$ cat src/logic/csisb_pkg.sv
/*
   Constants and carrier types for the single-byte three-wire serial block.
   Assumes one system clock domain; the serial pins arrive asynchronously.
*/
// What this block does
// - With the port on and auto transfer off, a shift register write starts one byte exchange.
// - Each bit leaves on a serial clock fall; the input bit is sampled on the next rise.
// - Send and receive run together: the old byte shifts out while new bits shift in.
// - Each finished byte exchange raises the transfer done interrupt.
// - The auto transfer mode bit has no effect in single-byte mode.
// - Writing the shift register forces the serial data output low before the first bit.
`default_nettype none

package csisb_pkg;
   // ==========================================================
   // Sizes and reset values
   localparam int unsigned BYTE_BITS    = 8;
   localparam logic [2:0]  LAST_BIT     = 3'h7;
   localparam logic [2:0]  BIT_CNT_RST  = 3'h0;
   localparam logic [7:0]  SHIFT_RST    = 8'h00;
   localparam logic        SDO_RST      = 1'h1;
   localparam logic        SCK_IDLE     = 1'h1;
   localparam logic        FLAG_RST     = 1'h0;
   localparam logic [1:0]  PIN_SYNC_RST = 2'h3;

   // ==========================================================
   // Carrier types
   typedef struct packed {
      logic       valid;
      logic [7:0] data;
   } csisb_wr_t;

   typedef struct packed {
      logic port_enable_bit;
      logic auto_transfer_enable_bit;
      logic auto_transfer_mode_bit;
   } csisb_mode_t;
endpackage

`default_nettype wire

$ cat src/logic/csisb_sync.sv
/*
   Three-stage synchroniser with agreement filter for asynchronous pins.
   Assumes inputs change slower than a few system clocks.
*/
`default_nettype none

module csisb_sync #(
   parameter int unsigned     WIDTH = 2,
   parameter logic [WIDTH-1:0] RST  = '0
) (
   input  wire logic             clock,
   input  wire logic             nrst,
   input  wire logic [WIDTH-1:0] async_in,
   output logic      [WIDTH-1:0] level
);
   logic [WIDTH-1:0] ff1;
   logic [WIDTH-1:0] ff2;
   logic [WIDTH-1:0] ff3;

   // ==========================================================
   // Chain; ff1 feeds only ff2
   always_ff @(posedge clock or negedge nrst) begin
      if (!nrst) begin
         ff1 <= RST;
         ff2 <= RST;
         ff3 <= RST;
      end else begin
         ff1 <= async_in;
         ff2 <= ff1;
         ff3 <= ff2;
      end
   end

   // ==========================================================
   // A change counts once stages two and three agree
   always_ff @(posedge clock or negedge nrst) begin
      if (!nrst) begin
         level <= RST;
      end else begin
         for (int i = 0; i < int'(WIDTH); i++) begin
            if (ff2[i] == ff3[i]) begin
               level[i] <= ff3[i];
            end
         end
      end
   end
endmodule

`default_nettype wire

$ cat src/logic/csisb_top.sv
/*
   Single-byte exchange engine of a three-wire clocked serial port, slave clocked,
   with its checks next to the logic they guard.
   Assumes the peer drives an idle-high serial clock far slower than clock, holds
   each clock level for at least four system clocks, and changes its data only
   with the falling edge. Software keeps writes apart by watching the busy flag.
*/
`default_nettype none

module csisb_top (
   input  wire logic                   clock,
   input  wire logic                   nrst,
   input  wire csisb_pkg::csisb_mode_t mode,
   input  wire csisb_pkg::csisb_wr_t   shift_write,
   input  wire logic                   serial_clock_pin,
   input  wire logic                   serial_data_in_pin,
   output logic                        serial_data_out_pin,
   output logic [7:0]                  serial_shift_register,
   output logic                        transfer_busy_flag,
   output logic                        transfer_done_irq
);
   logic [1:0] pins_level;
   logic       sck_level;
   logic       sck_prev;
   logic       sck_fall;
   logic       sck_rise;
   logic       sin_level;
   logic       have_fall;
   logic [2:0] bit_cnt;
   logic       wr_ok;
   logic       drive_bit;
   logic       last_rise;
   logic       sample;

   // ==========================================================
   // Edge decode, shared by both serial clock edges
   // One helper for both edges keeps fall and rise decoding from drifting apart
   function automatic logic edge_seen(
      input logic was,
      input logic now,
      input logic rising
   );
      return (was != now) && (now == rising);
   endfunction

   csisb_sync #(
      .WIDTH (2),
      .RST   (csisb_pkg::PIN_SYNC_RST)
   ) u_sync (
      .clock    (clock),
      .nrst     (nrst),
      .async_in ({serial_clock_pin, serial_data_in_pin}),
      .level    (pins_level)
   );

   assign sck_level = pins_level[1];
   assign sin_level = pins_level[0];
   assign sck_fall  = edge_seen(sck_prev, sck_level, 1'h0);
   assign sck_rise  = edge_seen(sck_prev, sck_level, 1'h1);

   // ==========================================================
   // Start decode; mode bit deliberately not looked at
   // Writes during a transfer are dropped so the byte in flight stays intact
   assign wr_ok = shift_write.valid && mode.port_enable_bit
                  && !mode.auto_transfer_enable_bit && !transfer_busy_flag;
   assign drive_bit = transfer_busy_flag && mode.port_enable_bit && sck_fall && !have_fall;
   assign sample    = transfer_busy_flag && have_fall && sck_rise && mode.port_enable_bit;
   assign last_rise = sample && (bit_cnt == csisb_pkg::LAST_BIT);

   // ==========================================================
   // Clock edge history
   always_ff @(posedge clock or negedge nrst) begin
      if (!nrst) begin
         sck_prev <= csisb_pkg::SCK_IDLE;
      end else begin
         sck_prev <= sck_level;
      end
   end

   // ==========================================================
   // Busy flag, bit count and fall seen
   always_ff @(posedge clock or negedge nrst) begin
      if (!nrst) begin
         transfer_busy_flag <= csisb_pkg::FLAG_RST;
         bit_cnt            <= csisb_pkg::BIT_CNT_RST;
         have_fall          <= csisb_pkg::FLAG_RST;
      end else if (wr_ok) begin
         transfer_busy_flag <= 1'h1;
         bit_cnt            <= csisb_pkg::BIT_CNT_RST;
         have_fall          <= 1'h0;
      end else if (!mode.port_enable_bit) begin
         // Disabling aborts silently, no interrupt
         transfer_busy_flag <= 1'h0;
         have_fall          <= 1'h0;
      end else if (transfer_busy_flag) begin
         if (sck_fall) begin
            have_fall <= 1'h1;
         end
         if (sample) begin
            bit_cnt   <= bit_cnt + 3'h1;
            have_fall <= 1'h0;
            if (last_rise) begin
               transfer_busy_flag <= 1'h0;
            end
         end
      end
   end

   // ==========================================================
   // Shift register and output pin
   always_ff @(posedge clock or negedge nrst) begin
      if (!nrst) begin
         serial_shift_register <= csisb_pkg::SHIFT_RST;
         serial_data_out_pin   <= csisb_pkg::SDO_RST;
      end else if (wr_ok) begin
         serial_shift_register <= shift_write.data;
         serial_data_out_pin   <= 1'h0;
      end else if (transfer_busy_flag && mode.port_enable_bit) begin
         if (drive_bit) begin
            serial_data_out_pin <= serial_shift_register[7];
         end
         if (sample) begin
            // Old byte leaves at the top while new bits enter below
            serial_shift_register <= {serial_shift_register[6:0], sin_level};
         end
      end
   end

   // ==========================================================
   // Completion interrupt, one clock wide
   always_ff @(posedge clock or negedge nrst) begin
      if (!nrst) begin
         transfer_done_irq <= csisb_pkg::FLAG_RST;
      end else begin
         transfer_done_irq <= last_rise && !wr_ok;
      end
   end
endmodule

`default_nettype wire

$ cat config.mk
export PLATFORM = sky130hd
export DESIGN_NAME = csisb_top
export DESIGN_NICKNAME = d
export VERILOG_FILES = /design/src/logic/csisb_pkg.sv /design/src/logic/csisb_sync.sv /design/src/logic/csisb_top.sv
export SDC_FILE = /design/constraint.sdc
export NUM_CORES = 1
export LEC_CHECK = 0
export BUFFER_PORTS_ARGS = -buffer_cell sky130_fd_sc_hd__buf_2
export CAP_MARGIN = 15
export CORE_AREA = 2 2 42 72
export CTS_CLUSTER_SIZE = 14
export DETAILED_ROUTE_END_ITERATION = 7
export DIE_AREA = 0 0 44 74
export SLEW_MARGIN = 5
export SYNTH_ARGS = -nofsm -noshare
export SYNTH_HDL_FRONTEND = slang
export SYNTH_SLANG_ARGS = --single-unit
$ cat constraint.sdc
create_clock -name clock -period 2.9 [get_ports clock]
set_input_delay 0.58 -clock clock [delete_from_list [all_inputs] [get_ports clock]]
set_output_delay 0.58 -clock clock [all_outputs]
set_load 0.005 [all_outputs]
==> results.yml <==
placement:
  routabilityCongestion: 0.733
  numPortBuffers: 25
  place_area_um2: 1140
  dp.final_hpwl_um: 1420
sta:
  worstMarginPinSlew_ns: 0.513
  slew_headroom_pct: 65.8
  rsz0062_at_grt: "no"
  drv_slew: 0
  setup_viol: 0
  finalClockSkew_ns: 0.00700
  finalHoldViolCount: 0
  fmax_mhz: 641
  finalSetupTns_ns: 0
  fin_crit_sh_pct: 53.8
  final.min_clock_period_ns: 1.56
synth:
  ys_ff_latch: 24
  yosys_warnings: 0
  syn-cell-area_um2: 1010
  syn-num-nets: 106
  syn_inst: 88
  synth_top_area_share_pct: 34.5
  yosysUniqueCellTypes: 27
  synth_area_leader_cell: "dfrtp_1"
  async_flop_share_pct: 100
  synth-seq-area-share_pct: 60.4
  yosysMostFrequentCell: "nand2_1"
  synthTopCellsByCount: "nand2_1 (16), dfrtp_1 (14), dfstp_2 (10)"
  synth_area_leaders: "dfrtp_1 (35%), dfstp_2 (26%), nand2_1 (5.9%)"
  synthFlopType: "dfrtp_1"
  synth_edf_count: 0
  synth_area_per_cell_um2: 11.5
power:
  p_leak_nw: 0.555
  p_per_area_nw_per_um2: 608
  ir_worst_vdd_uv: 338
run:
  drv_cap: 0
floorplanning:
  rows: 25
  dieArea_um2: 3260
  die_x_um: 44
  start_util_pct: 37.7
  die_h_um: 74
  core_um2: 2690
  io-pin-count: 27
clock_tree:
  cts_setup_buffers: 0
  htree_levels: 1
  clk_latency_ns: 0.26
  cts.sinks: 24
  cts_hold_buf: 0
  cts-root-buf: "clkbuf_8"
  post_cts_resized: 0
  cts_buffer_depth: 2
  cts.reportedPaths.clkPinSlew_ns: 0.08
  cts_tree: "done"
  cts_inserted_buffers: 3
worst_setup_path:
  critPathLaunchType: "flip-flop"
  endpoint_kind: "flip-flop"
  cp.arrival_ns: 1.71
  worst_path_largest_cell_delay_ns: 0.59
  crit_path_top_delay_cell: "and4bb_1"
  path_cells: "and4bb_1, a211oi_1, a221o_1"
  critPathMaxFanout: 13
  path_class: "flip-flop to flip-flop"
  critical-path-top-delay-family: "simple AND/OR/NAND/NOR gates"
  critPathBufInv: 0
  crit_required_ns: 3.05
outcome:
  status: "finished clean"
routing:
  wl_per_cell_um: 14.1
  ant_nets: 0
  vias_per_cell: 5.53
  wirelength_um: 1960
  vias: 768
  drtIter0Drc: 19
  drc: 0
  drt_pre_antenna_iters: 4
min_path:
  min_path_type: "input pin to async pin"
final_layout:
  fin_area_um2: 1200
  fillers: 271
  areaGrowthSynthToFinish_pct: 18.0
  nets: 131
  drive_gt1_share_pct: 37.5
  diodes: 0
global_route:
  grt_pass1_vias: 755
  grt_max_degree: 25
  overflow: 0
  track_usage_pct: 13.8
  grt_pass1_wl_um: 3410
  antenna_found_initial: 0
[registers in the layout, indices dropped and copies added (netlist names)]
name / flops
u_sync.ff1: 2
serial_shift_register: 8
transfer_busy_flag: 1
have_fall: 1
transfer_done_irq: 1
sck_prev: 1
serial_data_out_pin: 1
u_sync.ff3: 2
u_sync.ff2: 2
u_sync.level: 2
bit_cnt: 3
[per-layer routing]
metal | part of all wire [%] | up-vias | track usage [%]
met2 | 49 | 30 | 22.2
met3 | 5.9 | 4 | 2.67
met4 | 1.6 | 0 | 5.05
li1 | - | 357 | -
met1 | 44 | 377 | 18.2
met5 | 0 | - | 0
[kinds of logic (layout without fill, tap and decap cells)]
| kind of cell | Yosys count | in the layout | share of synthesized area (%) |
|---|---|---|---|
| AO/OA/AOI/OAI | 18 | 18 | 12.7 |
| multiplexers | 1 | 1 | 0.986 |
| adder cells (fa/ha/maj) | 4 | 4 | 4.44 |
| buffers and inverters | 9 | 33 | 4.56 |
| flip-flops | 24 | 24 | 60.4 |
| AND/OR/NAND/NOR | 32 | 32 | 16.9 |
[area by class of cell]
cell class	instances	area, um2	area share, %
Clock buffer	4	55.1	4.60
Timing Repair Buffer	25	125	10.4
Sequential cell	24	613	51.2
Multi-Input combinational cell	55	355	29.7
Inverter	4	15.0	1.25
Tap cell	27	33.8	2.82
[per-stage QoR]
| stage | hold WS (ns) | util [%] | power, mW | cells | setup slack, ns |
|---|---|---|---|---|---|
| 5_1_grt | 0.326 | 44.5 | 0.767 | 139 | 1.25 |
| 6_report | 0.276 | 44.5 | 0.728 | 139 | 1.34 |
| 4_1_cts | 0.306 | 44.5 | 0.736 | 139 | 1.34 |
| 2_1_floorplan | 0.284 | - | 0.459 | 88 | 1.42 |
| 3_3_place_gp | 0.345 | 42.5 | 0.509 | 135 | 1.16 |
| 3_5_place_dp | 0.349 | 42.5 | 0.514 | 135 | 1.14 |
[path summary, 6_finish.rpt]
path	start	depth (start not counted)	slack [ns]	to
hold reg to reg	u_sync.ff1[0]	0	0.36	u_sync.ff2[0]
hold / removal	nrst	1	0.28	serial_shift_register[7]
min in group clock	u_sync.ff1[0]	0	0.36	u_sync.ff2[0]
max in group asynchronous	nrst	1	2.25	u_sync.ff3[1]
setup / recovery	transfer_busy_flag	3	1.34	serial_shift_register[3]
setup reg to reg	transfer_busy_flag	3	1.34	serial_shift_register[3]
[layout by cell type (no fill, tap or decap)]
cell type	Yosys	routed
o211ai_1	5	5
nor3b_1	1	1
and4b_4	1	1
and4bb_1	1	1
dfstp_2	10	10
dfrtp_1	14	14
maj3_1	2	2
a221o_1	3	3
clkbuf_8	0	4
nand3_1	7	7
nor2b_1	1	1
mux2i_1	1	1
nand2_1	16	16
nand4bb_1	1	1
and3_1	1	1
buf_2	1	25
nor2_1	1	1
inv_1	4	4
a31o_2	1	1
a211oi_1	3	3
nand4_1	1	1
o21ai_0	3	3
ha_1	2	2
and2_4	1	1
a21oi_1	3	3
[report_power, final]
group          total, mW  switching, mW  internal (mW)
registers          0.410         0.0318          0.378
logic             0.0960         0.0446         0.0514
clock network      0.222          0.101          0.121
[worst reg2reg max path: cells and delay by family, from the launching register on]
kind | cells | cell delay [ns]
AO/OA/AOI/OAI | 2 | 0.39
AND/OR/NAND/NOR | 1 | 0.59
flip-flops | 1 | 0.46
Note: power is estimated with default switching activity, not from simulation.
